### src/logic/pwm_map.svh
`ifndef PWM_MAP_SVH
`define PWM_MAP_SVH
// ==========================================
// register offsets (byte addresses)
`define OFS_HALF_PERIOD 8'h00
`define OFS_DEAD_TIME 8'h04
`define OFS_MIN_PULSE 8'h08
`define OFS_SYNC_WIDTH 8'h0C
`define OFS_DUTY_A 8'h10
`define OFS_DUTY_STEP 8'h04
`define OFS_STEERING 8'h1C
`define OFS_MODE 8'h20
`define OFS_STATUS 8'h24
// ==========================================
// field widths and positions
`define TM_W 16
`define DT_W 10
`define SW_W 8
`define SEG_W 9
`define MODE_DOUBLE_BIT 6
`define STAT_HALF_BIT 3
`define STAT_RUN_BIT 0
`define SEG_XOVER_A 8
`define SEG_XOVER_B 7
`define SEG_XOVER_C 6
`define SEG_DIS_AH 4
`define SEG_DIS_AL 5
`define SEG_DIS_BH 3
`define SEG_DIS_BL 2
`define SEG_DIS_CH 1
`define SEG_DIS_CL 0
// ==========================================
// reset values and bus answers
`define RST_SYNC_WIDTH 8'h27
`define RESP_OKAY 2'h0
`define RESP_SLVERR 2'h2
`endif

### src/logic/pwm_pkg.sv
`include "pwm_map.svh"
package pwm_pkg;
  typedef enum logic [0:0] {
    ST_WAIT_INIT = 1'b0,
    ST_RUN = 1'b1
  } timer_state_t;

  typedef struct packed {
    timer_state_t st;
    logic aw_got;
    logic w_got;
    logic [7:0] awaddr;
    logic [31:0] wdata;
    logic [3:0] wstrb;
    logic awready;
    logic wready;
    logic bvalid;
    logic [1:0] bresp;
    logic arready;
    logic rvalid;
    logic [31:0] rdata;
    logic [1:0] rresp;
    logic [`TM_W-1:0] tm;
    logic [`DT_W-1:0] dt;
    logic [`TM_W-1:0] pd;
    logic [`SW_W-1:0] sw;
    logic [2:0][`TM_W-1:0] duty;
    logic [`SEG_W-1:0] seg;
    logic dbl;
    logic [3:0] written;
    logic [`TM_W-1:0] a_tm;
    logic [`DT_W-1:0] a_dt;
    logic [`TM_W-1:0] a_pd;
    logic [`SW_W-1:0] a_sw;
    logic [2:0][`TM_W-1:0] a_duty;
    logic [`SEG_W-1:0] a_seg;
    logic [`TM_W-1:0] cnt;
    logic half;
    logic sync_go;
    logic irq;
  } unit_state_t;

  typedef struct packed {
    logic active;
    logic [`SW_W-1:0] cnt;
  } sync_state_t;

  typedef struct packed {
    logic hi;
    logic lo;
  } leg_state_t;
endpackage

### src/logic/three_phase_pwm_timing_unit.sv
// What this block does
// dead time is twice count clocks
// dead-time count 10 bits, max 0x3FF
// zero count removes dead time
// mode bit 6 selects update mode
// single mode: one sync latches settings
// sync edge also latches output steering
// double mode: midpoint sync latches again
// status bit 3 shows second half
// sync pulse lasts width plus one
// sync width resets to 0x27
// duty counts give high on-time per half
// waveforms centred in the period
// edges shifted by dead time, symmetric
// single mode on-times twice per half
// on-times clamp between zero and period
// double mode on-times sum both halves
// double mode period sums both halves
// outputs idle until four registers written
// first sync 1.5 or 1 half-period
// resolution two clocks single, one double
// sync pulse goes to converter system
// half-period counts clocks per half
// interrupt pulse on every sync
// three complementary active-high output pairs
// up/down counter compared against latched counts
`timescale 1ns/1ps
`include "pwm_map.svh"
module three_phase_pwm_timing_unit import pwm_pkg::*; (
  input wire logic clock,
  input wire logic resetn,
  input wire logic awvalid,
  output logic awready,
  input wire logic [7:0] awaddr,
  input wire logic wvalid,
  output logic wready,
  input wire logic [31:0] wdata,
  input wire logic [3:0] wstrb,
  output logic bvalid,
  input wire logic bready,
  output logic [1:0] bresp,
  input wire logic arvalid,
  output logic arready,
  input wire logic [7:0] araddr,
  output logic rvalid,
  input wire logic rready,
  output logic [31:0] rdata,
  output logic [1:0] rresp,
  output logic phase_a_high_out,
  output logic phase_a_low_out,
  output logic phase_b_high_out,
  output logic phase_b_low_out,
  output logic phase_c_high_out,
  output logic phase_c_low_out,
  output logic period_sync_pulse,
  output logic sync_interrupt
);
  unit_state_t state_reg;
  unit_state_t state_next;
  logic [2:0] hi;
  logic [2:0] lo;
  logic [2:0] xover;
  logic [2:0] dis_hi;
  logic [2:0] dis_lo;
  logic latch;
  logic last;
  logic [31:0] wv;

  // ==========================================
  // register helpers
  function automatic logic [31:0] reg_value(input unit_state_t s,
                                            input logic [7:0] a);
    logic [31:0] v;
    v = 32'h0000_0000;
    case (a)
      `OFS_HALF_PERIOD: v[`TM_W-1:0] = s.tm;
      `OFS_DEAD_TIME: v[`DT_W-1:0] = s.dt;
      `OFS_MIN_PULSE: v[`TM_W-1:0] = s.pd;
      `OFS_SYNC_WIDTH: v[`SW_W-1:0] = s.sw;
      `OFS_STEERING: v[`SEG_W-1:0] = s.seg;
      `OFS_MODE: v[`MODE_DOUBLE_BIT] = s.dbl;
      `OFS_STATUS: begin
        v[`STAT_HALF_BIT] = s.half;
        v[`STAT_RUN_BIT] = (s.st == ST_RUN);
      end
      default: ;
    endcase
    for (int i = 0; i < 3; i++) begin
      if (a == `OFS_DUTY_A + 8'(i) * `OFS_DUTY_STEP) begin
        v[`TM_W-1:0] = s.duty[i];
      end
    end
    return v;
  endfunction

  function automatic logic is_mapped(input logic [7:0] a);
    logic m;
    m = (a <= `OFS_STATUS);
    return m;
  endfunction

  function automatic logic [31:0] merge(input logic [31:0] old,
                                        input logic [31:0] d,
                                        input logic [3:0] s);
    logic [31:0] m;
    m = old;
    for (int i = 0; i < 4; i++) begin
      if (s[i]) begin
        m[8*i +: 8] = d[8*i +: 8];
      end
    end
    return m;
  endfunction

  // ==========================================
  // next state
  always_comb begin
    state_next = state_reg;
    latch = 1'b0;
    last = 1'b0;
    wv = 32'h0000_0000;

    // write channel: address and data in either order
    if (state_reg.bvalid && bready) begin
      state_next.bvalid = 1'b0;
    end
    if (awvalid && state_reg.awready) begin
      state_next.aw_got = 1'b1;
      state_next.awaddr = {awaddr[7:2], 2'h0};
    end
    if (wvalid && state_reg.wready) begin
      state_next.w_got = 1'b1;
      state_next.wdata = wdata;
      state_next.wstrb = wstrb;
    end
    if (state_reg.aw_got && state_reg.w_got && !state_reg.bvalid) begin
      wv = merge(reg_value(state_reg, state_reg.awaddr),
                 state_reg.wdata, state_reg.wstrb);
      state_next.aw_got = 1'b0;
      state_next.w_got = 1'b0;
      state_next.bvalid = 1'b1;
      state_next.bresp = is_mapped(state_reg.awaddr) ?
        `RESP_OKAY : `RESP_SLVERR;
      case (state_reg.awaddr)
        `OFS_HALF_PERIOD: begin
          state_next.tm = wv[`TM_W-1:0];
          state_next.written[0] = 1'b1;
        end
        `OFS_DEAD_TIME: state_next.dt = wv[`DT_W-1:0];
        `OFS_MIN_PULSE: state_next.pd = wv[`TM_W-1:0];
        `OFS_SYNC_WIDTH: state_next.sw = wv[`SW_W-1:0];
        `OFS_STEERING: state_next.seg = wv[`SEG_W-1:0];
        `OFS_MODE: state_next.dbl = wv[`MODE_DOUBLE_BIT];
        default: ;
      endcase
      for (int i = 0; i < 3; i++) begin
        if (state_reg.awaddr == `OFS_DUTY_A + 8'(i) * `OFS_DUTY_STEP)
        begin
          state_next.duty[i] = wv[`TM_W-1:0];
          state_next.written[i+1] = 1'b1;
        end
      end
    end
    state_next.awready = !state_next.aw_got && !state_next.bvalid;
    state_next.wready = !state_next.w_got && !state_next.bvalid;

    // read channel: one read at a time
    if (state_reg.rvalid && rready) begin
      state_next.rvalid = 1'b0;
    end
    if (arvalid && state_reg.arready) begin
      state_next.rvalid = 1'b1;
      state_next.rdata = reg_value(state_reg, {araddr[7:2], 2'h0});
      state_next.rresp = is_mapped({araddr[7:2], 2'h0}) ?
        `RESP_OKAY : `RESP_SLVERR;
    end
    state_next.arready = !state_next.rvalid;

    // ==========================================
    // main timer: up in first half, down in second
    state_next.sync_go = 1'b0;
    state_next.irq = state_reg.sync_go;
    case (state_reg.st)
      ST_WAIT_INIT: begin
        if (&state_reg.written) begin
          state_next.st = ST_RUN;
          latch = 1'b1;
          state_next.half = 1'b0;
          // start mid-half so single mode waits 1.5 half-periods
          state_next.cnt = state_reg.dbl ?
            {`TM_W{1'b0}} : (state_reg.tm >> 1);
        end
      end
      ST_RUN: begin
        last = state_reg.half ?
          (state_reg.cnt == {`TM_W{1'b0}}) :
          (state_reg.cnt == state_reg.a_tm - 16'h0001);
        if (!last) begin
          state_next.cnt = state_reg.half ?
            state_reg.cnt - 16'h0001 : state_reg.cnt + 16'h0001;
        end else if (!state_reg.half) begin
          state_next.half = 1'b1;
          if (state_reg.dbl) begin
            latch = 1'b1;
            state_next.sync_go = 1'b1;
            state_next.cnt = state_reg.tm - 16'h0001;
          end else begin
            // single mode reuses the same counts: symmetric period
            state_next.cnt = state_reg.a_tm - 16'h0001;
          end
        end else begin
          state_next.half = 1'b0;
          state_next.cnt = {`TM_W{1'b0}};
          latch = 1'b1;
          state_next.sync_go = 1'b1;
        end
      end
      default: state_next.st = ST_WAIT_INIT;
    endcase

    // ==========================================
    // shadow to active transfer at each sync edge
    // writes landing this same cycle wait for the next edge
    if (latch) begin
      state_next.a_tm = state_reg.tm;
      state_next.a_dt = state_reg.dt;
      state_next.a_pd = state_reg.pd;
      state_next.a_sw = state_reg.sw;
      state_next.a_duty = state_reg.duty;
      state_next.a_seg = state_reg.seg;
    end
  end

  always_ff @(posedge clock or negedge resetn) begin
    if (!resetn) begin
      state_reg <= '0;
      state_reg.sw <= `RST_SYNC_WIDTH;
      state_reg.a_sw <= `RST_SYNC_WIDTH;
    end else begin
      state_reg <= state_next;
    end
  end

  // ==========================================
  // output stage
  assign xover = {state_reg.a_seg[`SEG_XOVER_C],
                  state_reg.a_seg[`SEG_XOVER_B],
                  state_reg.a_seg[`SEG_XOVER_A]};
  assign dis_hi = {state_reg.a_seg[`SEG_DIS_CH],
                   state_reg.a_seg[`SEG_DIS_BH],
                   state_reg.a_seg[`SEG_DIS_AH]};
  assign dis_lo = {state_reg.a_seg[`SEG_DIS_CL],
                   state_reg.a_seg[`SEG_DIS_BL],
                   state_reg.a_seg[`SEG_DIS_AL]};

  for (genvar g = 0; g < 3; g++) begin : gen_leg
    phase_leg leg (
      .clock(clock),
      .resetn(resetn),
      .run(state_reg.st == ST_RUN),
      .cnt(state_reg.cnt),
      .tm(state_reg.a_tm),
      .duty(state_reg.a_duty[g]),
      .dt(state_reg.a_dt),
      .xover(xover[g]),
      .dis_hi(dis_hi[g]),
      .dis_lo(dis_lo[g]),
      .hi_out(hi[g]),
      .lo_out(lo[g])
    );
  end

  sync_pulse_timer sync_timer (
    .clock(clock),
    .resetn(resetn),
    .start(state_reg.sync_go),
    .width(state_reg.a_sw),
    .pulse(period_sync_pulse)
  );

  assign phase_a_high_out = hi[0];
  assign phase_a_low_out = lo[0];
  assign phase_b_high_out = hi[1];
  assign phase_b_low_out = lo[1];
  assign phase_c_high_out = hi[2];
  assign phase_c_low_out = lo[2];
  assign sync_interrupt = state_reg.irq;
  assign awready = state_reg.awready;
  assign wready = state_reg.wready;
  assign bvalid = state_reg.bvalid;
  assign bresp = state_reg.bresp;
  assign arready = state_reg.arready;
  assign rvalid = state_reg.rvalid;
  assign rdata = state_reg.rdata;
  assign rresp = state_reg.rresp;
endmodule // three_phase_pwm_timing_unit

### src/logic/sync_pulse_timer.sv
`timescale 1ns/1ps
`include "pwm_map.svh"
module sync_pulse_timer import pwm_pkg::*; (
  input wire logic clock,
  input wire logic resetn,
  input wire logic start,
  input wire logic [`SW_W-1:0] width,
  output logic pulse
);
  sync_state_t state_reg;
  sync_state_t state_next;

  // ==========================================
  // pulse of width+1 clocks
  always_comb begin
    state_next = state_reg;
    if (start) begin
      state_next.active = 1'b1;
      state_next.cnt = width;
    end else if (state_reg.active) begin
      if (state_reg.cnt == {`SW_W{1'b0}}) begin
        state_next.active = 1'b0;
      end else begin
        state_next.cnt = state_reg.cnt - 8'h01;
      end
    end
  end

  always_ff @(posedge clock or negedge resetn) begin
    if (!resetn) begin
      state_reg <= '0;
    end else begin
      state_reg <= state_next;
    end
  end

  assign pulse = state_reg.active;
endmodule // sync_pulse_timer

### src/logic/phase_leg.sv
`timescale 1ns/1ps
`include "pwm_map.svh"
module phase_leg import pwm_pkg::*; (
  input wire logic clock,
  input wire logic resetn,
  input wire logic run,
  input wire logic [`TM_W-1:0] cnt,
  input wire logic [`TM_W-1:0] tm,
  input wire logic [`TM_W-1:0] duty,
  input wire logic [`DT_W-1:0] dt,
  input wire logic xover,
  input wire logic dis_hi,
  input wire logic dis_lo,
  output logic hi_out,
  output logic lo_out
);
  leg_state_t state_reg;
  leg_state_t state_next;
  logic signed [17:0] pos;
  logic signed [17:0] hi_th;
  logic signed [17:0] lo_th;
  logic high;
  logic low;

  // ==========================================
  // edge placement about the half boundary
  // same compare on up and down count keeps edges symmetric
  always_comb begin
    pos = $signed({2'h0, cnt});
    hi_th = $signed({2'h0, tm}) - $signed({2'h0, duty})
      + $signed({8'h00, dt});
    lo_th = $signed({2'h0, tm}) - $signed({2'h0, duty})
      - $signed({8'h00, dt});
    // thresholds outside 0..tm give 0% or 100% for free
    high = run && (pos >= hi_th);
    low = run && (pos < lo_th);
    high = high && !dis_hi;
    low = low && !dis_lo;
    state_next.hi = xover ? low : high;
    state_next.lo = xover ? high : low;
  end

  always_ff @(posedge clock or negedge resetn) begin
    if (!resetn) begin
      state_reg <= '0;
    end else begin
      state_reg <= state_next;
    end
  end

  assign hi_out = state_reg.hi;
  assign lo_out = state_reg.lo;
endmodule // phase_leg

### config.mk
export PLATFORM = sky130hd
export DESIGN_NAME = three_phase_pwm_timing_unit
export DESIGN_NICKNAME = d
export VERILOG_FILES = /design/src/logic/pwm_pkg.sv /design/src/logic/three_phase_pwm_timing_unit.sv /design/src/logic/sync_pulse_timer.sv /design/src/logic/phase_leg.sv
export VERILOG_INCLUDE_DIRS = /design/src /design/src/logic
export SDC_FILE = /design/constraint.sdc
export NUM_CORES = 1
export LEC_CHECK = 0
export ABC_AREA = 1
export BUFFER_PORTS_ARGS = -buffer_cell sky130_fd_sc_hd__clkbuf_2
export CAP_MARGIN = 25
export CORE_UTILIZATION = 35
export DETAILED_ROUTE_END_ITERATION = 7
export PLACE_DENSITY_LB_ADDON = 0.05
export SLEW_MARGIN = 20
export SYNTH_ARGS = -nofsm -noshare
export SYNTH_HDL_FRONTEND = slang
export SYNTH_HIERARCHICAL = 1
export SYNTH_SLANG_ARGS = --single-unit
### constraint.sdc
create_clock -name clock -period 5.9 [get_ports clock]
set_input_delay 0.59 -clock clock [delete_from_list [all_inputs] [get_ports clock]]
set_output_delay 0.59 -clock clock [all_outputs]
set_load 0.01 [all_outputs]
Word level (Yosys, flattened, before mapping)
Index checks and enable logic that the tools add are counted.

storage, ports and cells
  register bits = 289
  bits in latches = 0
  memory bits (writable) = 0
  memory bits (read-only) = 0
  input port bits = 59
  output and inout bits = 49
  memories kept = 0

operators by class
  $add $sub $neg = 14
  multipliers = 0
  div/mod/pow operators = 0
  order comparisons = 8
  equal/unequal tests = 22
  shift-type cells = 0
  multiplexer cells = 61
  bitwise logic cells = 1
  reduce and logical (&&, ||, !) cells = 49

operators by type and width
  kind                                                 count
  2-to-1 mux 16 bit                                    9
  adder 17 x 11 -> 18 bit                              3
  greater-or-equal comparator 17 x 18 -> 1 bit         3
  < comparator 17 x 18 -> 1 bit                        3
  subtractor 17 x 11 -> 18 bit                         3
  subtractor 16 x 16 -> 17 bit                         3
  equality test 6 x 3 -> 1 bit, second input constant  8
  subtractor 16 x 1 -> 16 bit, second input constant   3
  case mux 2 bit (5 select lines)                      4
  2-to-1 mux 35 bit                                    1
  case mux 17 bit (2 select lines)                     1
  case mux 1 bit (6 select lines)                      5
  equality test 6 x 2 -> 1 bit, second input constant  4
  equality test 6 x 4 -> 1 bit, second input constant  4
  2-to-1 mux 8 bit                                     3
  case mux 6 bit (2 select lines)                      2
  AND reduction 2 bit                                  11
  logical AND 1 bit                                    21
  2-to-1 mux 1 bit                                     18
  2-to-1 mux 18 bit                                    1
  2-to-1 mux 9 bit                                     2
  2-to-1 mux 17 bit                                    1
  adder 16 x 1 -> 16 bit, second input constant        1
  equality test 16 bit                                 1
  other kinds (19)                                     40

Longest topological paths before layout
Gate-level depths: netlist (run 1).

  depth in word-level cells = 7
  gate-level depth with buffers = 31

Modules after synthesis
Netlist (run 1), hierarchy kept.

modules (own cells, without submodules)
  module                           instances  cells an instance  area an instance (um^2)
  three_phase_pwm_timing_unit      1          1,941              14,704.1
  phase_leg at gen_leg[1].leg ...  2          502                3,071.7
  phase_leg at gen_leg[0].leg      1          500                3,064.2
  sync_pulse_timer                 1          93                 629.4

Worst setup path before layout (run 1)
Ideal clock, no wire load.

  path type = reg-to-reg
  from = register state_reg[110] (netlist bit)
  to = register gen_leg[0].leg.state_reg, in the netlist gen_leg[0].leg/hi_out
  library setup time = 0.065 ns
  arrival = 3.965 ns
  data required time = 5.835 ns
  setup slack = 1.870 ns
  stages on the path, launching flop included = 29
  path buffers = 1
  cell sequence = dfrtp_1 > inv_1 > ha_1 > fa_1 > inv_1 > nand3_1 > nand3_1 > a31oi_1 > xnor2_1 > ha_1 > clkbuf_1 > nor2_1 > nand2_1 > nor3_1 > nor2_1 > nor2_2 > nand3_1 > xor2_1 > ha_1 > nand2_1 > nor2_1 > nand3_1 > nor3_1 > a211oi_1 > nand2_1 > nand2_1 > a21oi_1 > nand3_1 > nand2_1

RTL lines
  what                      RTL line                            source
  start: declaration        three_phase_pwm_timing_unit.sv:58   unit_state_t state_reg;
  start signal: assignment  three_phase_pwm_timing_unit.sv:240  state_reg <= state_next;
  end signal: assignment    phase_leg.sv:47                     state_reg <= state_next;
  end: declaration          phase_leg.sv:17                     leg_state_t state_reg;

==> results of run 1 <==
## final timing paths
kind	start	end	slack [ps]
max in group asynchronous	resetn	state_reg[111]	4380
min in group clock	awaddr[7]	state_reg[322]	230
worst max-delay path	state_reg[113]	gen_leg[0].leg/lo_out	1280
worst max register to register	state_reg[113]	gen_leg[0].leg/lo_out	1280
worst min register to register	state_reg[128]	state_reg[128]	450
worst min-delay path	resetn	state_reg[185]	80
## stage by stage
stage | setup slack, ps | instances | utilization (%) | hold slack, ps | area [µm²]
after floorplan | 1870 | 3555 | - | 294 | 24600
after global placement | 1240 | 4466 | 37.2 | 436 | 25700
after detailed placement | 1230 | 4467 | 37.2 | 440 | 25700
after CTS | 1220 | 4534 | 39.0 | 116 | 26900
after global routing | 709 | 4535 | 39.0 | 130 | 26900
final | 1280 | 4535 | 39.0 | 77.6 | 26900
## cell usage in the layout (no fill, tap or decap), types with 38 or more instances in the layout
master / instances
sky130_fd_sc_hd__nand2_1: 1038
sky130_fd_sc_hd__inv_1: 476
sky130_fd_sc_hd__nand3_1: 323
sky130_fd_sc_hd__dfrtp_1: 279
sky130_fd_sc_hd__ha_1: 218
sky130_fd_sc_hd__nor2_1: 204
sky130_fd_sc_hd__o21ai_0: 155
sky130_fd_sc_hd__a21oi_1: 151
sky130_fd_sc_hd__xor2_1: 102
sky130_fd_sc_hd__clkbuf_2: 66
sky130_fd_sc_hd__nand2_2: 50
sky130_fd_sc_hd__buf_4: 39
sky130_fd_sc_hd__nand4_1: 38
sky130_fd_sc_hd__clkbuf_16: 38
## power by group through the flow
stage	clock, mW	combinational, mW	sequential [mW]
after CTS	2.35	5.24	2.95
after detailed placement	0	5.22	2.98
final	2.28	5.20	2.97
after global placement	0	5.16	2.98
after floorplan	0	3.81	2.67
after global routing	2.42	5.93	3.01
## critical path, stage by stage (launching register included)
cell and delay (ps):
sky130_fd_sc_hd__dfrtp_1 540, sky130_fd_sc_hd__ha_1 460, sky130_fd_sc_hd__nand2_1 120, sky130_fd_sc_hd__nor2_1 100, sky130_fd_sc_hd__nand2_1 70, sky130_fd_sc_hd__nand3_2 100, sky130_fd_sc_hd__xor2_1 310, sky130_fd_sc_hd__ha_1 360
sky130_fd_sc_hd__nor2_1 170, sky130_fd_sc_hd__inv_1 60, sky130_fd_sc_hd__o21ai_0 240, sky130_fd_sc_hd__nand3_1 110, sky130_fd_sc_hd__nand3_1 80, sky130_fd_sc_hd__nor2_1 70, sky130_fd_sc_hd__nor2_2 200, sky130_fd_sc_hd__nand3_1 110
sky130_fd_sc_hd__xor2_1 160, sky130_fd_sc_hd__ha_1 270, sky130_fd_sc_hd__nand2_1 70, sky130_fd_sc_hd__nor2_1 110, sky130_fd_sc_hd__nand3_1 80, sky130_fd_sc_hd__nor3_1 170, sky130_fd_sc_hd__a211oi_1 60, sky130_fd_sc_hd__nand2_1 120
sky130_fd_sc_hd__nand2_1 60, sky130_fd_sc_hd__a21oi_1 190, sky130_fd_sc_hd__nand3_1 90, sky130_fd_sc_hd__nand2_1 70
## routing by layer
| metal | wire (µm) | track usage, % | vias to the layer above |
|---|---|---|---|
| met5 | 0 | 0 | - |
| met2 | 41600 | 42.4 | 674 |
| met4 | 3850 | 9.94 | 0 |
| met3 | 4160 | 2.64 | 133 |
| met1 | 44100 | 37.0 | 11015 |
| li1 | - | - | 11489 |
## cell usage after synthesis, types with 17 or more instances
master / n / area share, %
sky130_fd_sc_hd__a211oi_1: 18 / 0.55
sky130_fd_sc_hd__a21oi_1: 151 / 3.1
sky130_fd_sc_hd__buf_4: 39 / 1.2
sky130_fd_sc_hd__buf_6: 19 / 0.87
sky130_fd_sc_hd__clkbuf_1: 54 / 0.83
sky130_fd_sc_hd__dfrtp_1: 279 / 28
sky130_fd_sc_hd__ha_1: 218 / 11
sky130_fd_sc_hd__inv_1: 476 / 7.3
sky130_fd_sc_hd__inv_2: 31 / 0.47
sky130_fd_sc_hd__nand2_1: 1039 / 16
sky130_fd_sc_hd__nand2_2: 50 / 1.3
sky130_fd_sc_hd__nand3_1: 323 / 6.6
sky130_fd_sc_hd__nand3_2: 17 / 0.69
sky130_fd_sc_hd__nand4_1: 38 / 0.97
sky130_fd_sc_hd__nor2_1: 204 / 3.1
sky130_fd_sc_hd__nor2_2: 30 / 0.76
sky130_fd_sc_hd__nor3_1: 33 / 0.67
sky130_fd_sc_hd__o21ai_0: 155 / 3.2
sky130_fd_sc_hd__o22ai_1: 30 / 0.76
sky130_fd_sc_hd__xnor2_1: 18 / 0.64
sky130_fd_sc_hd__xor2_1: 102 / 3.6
## layout make-up
class | instances | area, µm²
tap | 931 | 1160
fill | 7515 | 42100
clock buffer | 50 | 1050
timing repair buffer | 108 | 678
inverter | 516 | 1940
sequential | 287 | 7190
multi-input combinational | 2626 | 14700
clock inverter | 17 | 155
## kinds of logic (layout without fill, tap and decap cells)
kind of cell	count (synthesis)	count (layout)	share of synthesized area [%]
xor+xnor	120	120	4.28
simple gates	1783	1783	31.9
compound gates	477	477	11.5
fa+ha+maj	228	228	11.9
other cells	1	18	0.0153
flops	287	287	29.3
buf+inv	642	691	11.1
==> impl_metrics.env, run 1 <==
export IMPL_diodes=0
export IMPL_antenna_found_initial=1
export IMPL_clk_insertion_delay_late_ps=560
export IMPL_timing_final_setup_violations=0
export IMPL_cts_stage_hold_buffer_count=0
export IMPL_cp_arrival_ps=5110
export IMPL_path_max_fanout=8
export IMPL_chipHeight_um=267
export IMPL_floorplan_core_area_um2=68900
export IMPL_synth_seq_cells=287
export IMPL_seq_power_share_pct=28.4
export IMPL_cellLeakagePower_nw=14.1
export IMPL_clk_transition_reported_paths_ps=70
export IMPL_htreeDepth=2
export IMPL_final_hold_violating_endpoints=0
export IMPL_tritoncts="yes"
export IMPL_synth_avg_cell_area_um2=6.94
export IMPL_final_period_utilization_pct=78.3
export IMPL_io_pins=108
export IMPL_synthCells=3538
export IMPL_gr_total_overflow=0
export IMPL_pin_count_of_the_biggest_net_entering_global_routing=104
export IMPL_cts_buffer_depth=3
export IMPL_start_kind="flip-flop"
export IMPL_timing_max_transition_violations_final=0
export IMPL_clock_sinks=287
export IMPL_vias=23311
export IMPL_vias_per_cell=5.14
export IMPL_netSwitchingPower_mw=5.00
export IMPL_number_of_port_buffers=67
export IMPL_post_synth_instance_area_um2=24500
export IMPL_cts_root_buffer_cell="sky130_fd_sc_hd__clkbuf_16"
export IMPL_switching_part_of_the_total_pct=47.8
export IMPL_drt_drc_violations_left=0
export IMPL_ys_dominant_reg_cell="sky130_fd_sc_hd__dfrtp_1"
export IMPL_first_global_vias=22660
export IMPL_yosysSeqAreaShare_pct=29.3
export IMPL_final_setup_skew_ps=22.2
export IMPL_wl_per_cell_um=20.7
export IMPL_die_area_um2=71200
export IMPL_fraction_of_final_layout_cells_sized_beyond_drive_strength_1_pct=9.91
export IMPL_start_util_pct=35.6
export IMPL_hp_class="in2async"
export IMPL_drt_initial_drc_count=1784
export IMPL_area_delta_synth_final_pct=9.54
export IMPL_power_density_cell_area_nw_per_um2=389
export IMPL_share_comb_of_total_power_pct=49.8
export IMPL_place_gp_congestion=0.939
export IMPL_detailedRoute_firstPassIterationCount=5
export IMPL_clock_fmax_mhz=217
export IMPL_post_cts_repair_setup_buffers=0
export IMPL_power_internal_mw=5.46
export IMPL_grt_pass1_wl_um=142000
export IMPL_synth_async_reset_ratio_pct=100
export IMPL_wirelength_um=93700
export IMPL_max_slew_margin_pct=25.6
export IMPL_drt_antenna_violating_nets=0
export IMPL_req_time_crit_path_ps=6390
export IMPL_groute_usage_overall_pct=26.6
export IMPL_path_class="reg2reg"
export IMPL_floorplan_die_width_um=267
export IMPL_largest_register_ffs=241
export IMPL_worst_margin_pin_slew_ps=1110
export IMPL_detailed_place_hpwl_um=74300
export IMPL_max_cap_violations=0
export IMPL_worst_setup_path_end_kind="flip-flop"
export IMPL_cts_resized=0
export IMPL_synth_lib_cells_used_distinct=60
export IMPL_clock_power_share_pct=21.8
export IMPL_status="finished clean"
export IMPL_tritoncts_num_buffers=37
export IMPL_grt_setup_unrepaired="false"
export IMPL_synth_enable_flop_cells=0
export IMPL_reg2regPathDepth=27
export IMPL_time_the_final_worst_path_needs_with_i_o_delays_and_setup_ps=4620
export IMPL_worst_vdd_rail_ir_drop_mv=0.235
export IMPL_ys_warnings_count=6
export IMPL_rows=96
export IMPL_num_nets_final=3863
export IMPL_totalNegativeSetupSlack_ps=0
export IMPL_finalPower_mw=10.5
Note: power is estimated with default switching activity, not from simulation.
==> inputs of run 2 (changes only) <==
Clock period 5.9 ns to 4.1 ns, I/O delays scaled along.
==> run 2 against run 1 <==
Net effect: combinational power grew 72%; cell count grew 6.2%; sequential power increased by 43%; critical path type unchanged; flip-flop and latch count unchanged; clock skew shrank 4.0 ps; critical endpoint unchanged; hold slack got worse by 40 ps; largest power group unchanged.
==> impl_metrics.env, run 2 (synthesis results as in run 1) <==
export IMPL_clock_power_share_pct=19.7
export IMPL_path_class="reg2reg"
export IMPL_totalNegativeSetupSlack_ps=0
export IMPL_time_the_final_worst_path_needs_with_i_o_delays_and_setup_ps=4100
export IMPL_largest_register_ffs=241
export IMPL_power_density_cell_area_nw_per_um2=539
export IMPL_timing_max_transition_violations_final=0
export IMPL_io_pins=108
export IMPL_final_setup_skew_ps=18.1
export IMPL_rows=96
export IMPL_pin_count_of_the_biggest_net_entering_global_routing=92
export IMPL_cts_buffer_depth=3
export IMPL_setup_reg_to_reg_worst_slack_ps=4
export IMPL_max_slew_margin_pct=33.6
export IMPL_share_comb_of_total_power_pct=54.4
export IMPL_floorplan_core_area_um2=68900
export IMPL_dpl_cell_area_um2=27500
export IMPL_drt_initial_drc_count=1897
export IMPL_worst_path_max_stage_delay_ps=360
export IMPL_hp_class="in2reg"
export IMPL_path_max_fanout=2
export IMPL_clock_sinks=287
export IMPL_core_occupancy_in_the_finished_layout_pct=44.3
export IMPL_placedCellCount=4703
export IMPL_finalNonFillerCells=4816
export IMPL_groute_usage_overall_pct=27.7
export IMPL_worst_margin_pin_slew_ps=986
export IMPL_regToRegEndpoint="gen_leg[0].leg/lo_out"
export IMPL_timing_final_setup_violations=0
export IMPL_grt_setup_unrepaired="true"
export IMPL_final_period_utilization_pct=99.9
export IMPL_clk_insertion_delay_late_ps=570
export IMPL_reg2regPathDepth=28
export IMPL_layout_setup_ws_ps=4.15
export IMPL_seq_power_share_pct=25.8
export IMPL_wirelength_um=98400
export IMPL_layout_cells_most_common="sky130_fd_sc_hd__nand2_1"
export IMPL_design_area_um2=30600
export IMPL_floorplan_die_width_um=267
export IMPL_wl_per_cell_um=20.4
export IMPL_drt_antenna_violating_nets=0
export IMPL_start_util_pct=35.6
export IMPL_req_time_crit_path_ps=4600
export IMPL_place_ws_ps=-515
export IMPL_status="finished clean"
export IMPL_worst_hold_path_stage_count=3
export IMPL_antenna_found_initial=2
export IMPL_power_internal_mw=8.82
export IMPL_cts_root_buffer_cell="sky130_fd_sc_hd__clkbuf_16"
export IMPL_clock_fmax_mhz=244
export IMPL_start_kind="flip-flop"
export IMPL_layout_cells_most_common_list="sky130_fd_sc_hd__nand2_1 (1004), sky130_fd_sc_hd__inv_1 (458), sky130_fd_sc_hd__nand3_1 (312), sky130_fd_sc_hd__buf_4 (306), sky130_fd_sc_hd__dfrtp_1 (278)"
export IMPL_htreeDepth=2
export IMPL_drt_drc_violations_left=0
export IMPL_worst_setup_path_end_kind="flip-flop"
export IMPL_first_global_vias=24156
export IMPL_crit_path_end="gen_leg[0].leg/lo_out"
export IMPL_detailed_place_hpwl_um=78500
export IMPL_number_of_port_buffers=67
export IMPL_area_delta_synth_final_pct=24.6
export IMPL_worst_vdd_rail_ir_drop_mv=0.396
export IMPL_die_area_um2=71200
export IMPL_num_nets_final=4145
export IMPL_timing_critical_path_from="state_reg[110]"
export IMPL_switching_part_of_the_total_pct=46.5
export IMPL_cp_arrival_ps=4600
export IMPL_vias_per_cell=5.11
export IMPL_critical_path_reg2reg_startpoint="state_reg[110]"
export IMPL_cellLeakagePower_nw=15.8
export IMPL_detailedRoute_firstPassIterationCount=7
export IMPL_gr_total_overflow=0
export IMPL_tritoncts_num_buffers=37
export IMPL_chipHeight_um=267
export IMPL_netSwitchingPower_mw=7.65
export IMPL_final_hold_violating_endpoints=0
export IMPL_max_cap_violations=0
export IMPL_crit_slowest_cell="sky130_fd_sc_hd__dfrtp_1"
export IMPL_grt_pass1_wl_um=148000
export IMPL_critical_path_top_cell_by_count="sky130_fd_sc_hd__nand2_1"
export IMPL_clk_transition_reported_paths_ps=60
export IMPL_fraction_of_final_layout_cells_sized_beyond_drive_strength_1_pct=21.8
export IMPL_vias=24598
export IMPL_place_gp_congestion=0.934
export IMPL_tritoncts="yes"
run 2: worst min-delay path by stage:
stage / slack (ps) / to / start
after floorplan: 110 / arready / resetn
after global placement: 440 / state_reg[128] / state_reg[128]
after detailed placement: 440 / state_reg[128] / state_reg[128]
after CTS: 6 / state_reg[289] / wdata[6]
after global routing: 50 / state_reg[289] / wdata[6]
final: 40 / state_reg[289] / wdata[6]
run 2: what timing repair did:
| action | 4_1_cts | 5_1_grt |
|---|---|---|
| gates resized for setup | 140 | 150 |
| setup endpoints to repair | 6 | 6 |
| cloned | 0 | 0 |
| pin swaps | 59 | 109 |
| buffers inserted | 25 | 22 |
| hold endpoints to repair | 78 | 0 |
| hold buffers | 1 | 0 |
run 2: layout make-up:
type                            count  area, µm²
Fill cell                        7246      38400
Sequential cell                   287       7190
Clock inverter                     12        116
Timing Repair Buffer              390       2890
Clock buffer                       53       1070
Inverter                          516       1950
Antenna cell                        1       2.50
Multi-Input combinational cell   2626      16200
Tap cell                          931       1160
run 2: power groups by stage:
stage	clock (mW)	combinational (mW)	sequential [mW]
after CTS	3.33	8.69	4.23
after floorplan	0	5.49	3.85
after detailed placement	0	8.17	4.28
final	3.25	8.96	4.25
after global placement	0	8.07	4.27
after global routing	3.43	10.1	4.30
run 2: per-layer routing:
metal,global-route usage (%),up-vias,wire length (µm)
met5,0,-,0
met4,9.20,0,3450
met3,2.61,134,4380
met2,46.0,678,46000
met1,37.5,11746,44600
li1,-,12040,-
run 2: critical path, delay by kind of cell (launching register included):
| family | cells | cell delay (ps) |
|---|---|---|
| DFF | 1 | 360 |
| xor gates and xnor gates | 2 | 350 |
| and+or+nand+nor | 16 | 1660 |
| buffers and inverters | 4 | 380 |
| AOI/OAI and AO/OA | 2 | 200 |
| adders and majority gates | 4 | 1090 |
run 2: per-stage QoR:
step           hold slack, ps  total power, mW
5_1_grt                  47.0             17.8
3_3_place_gp              437             12.3
4_1_cts                  6.13             16.2
6_report                 37.2             16.5
3_5_place_dp              442             12.5
2_1_floorplan             114             9.34
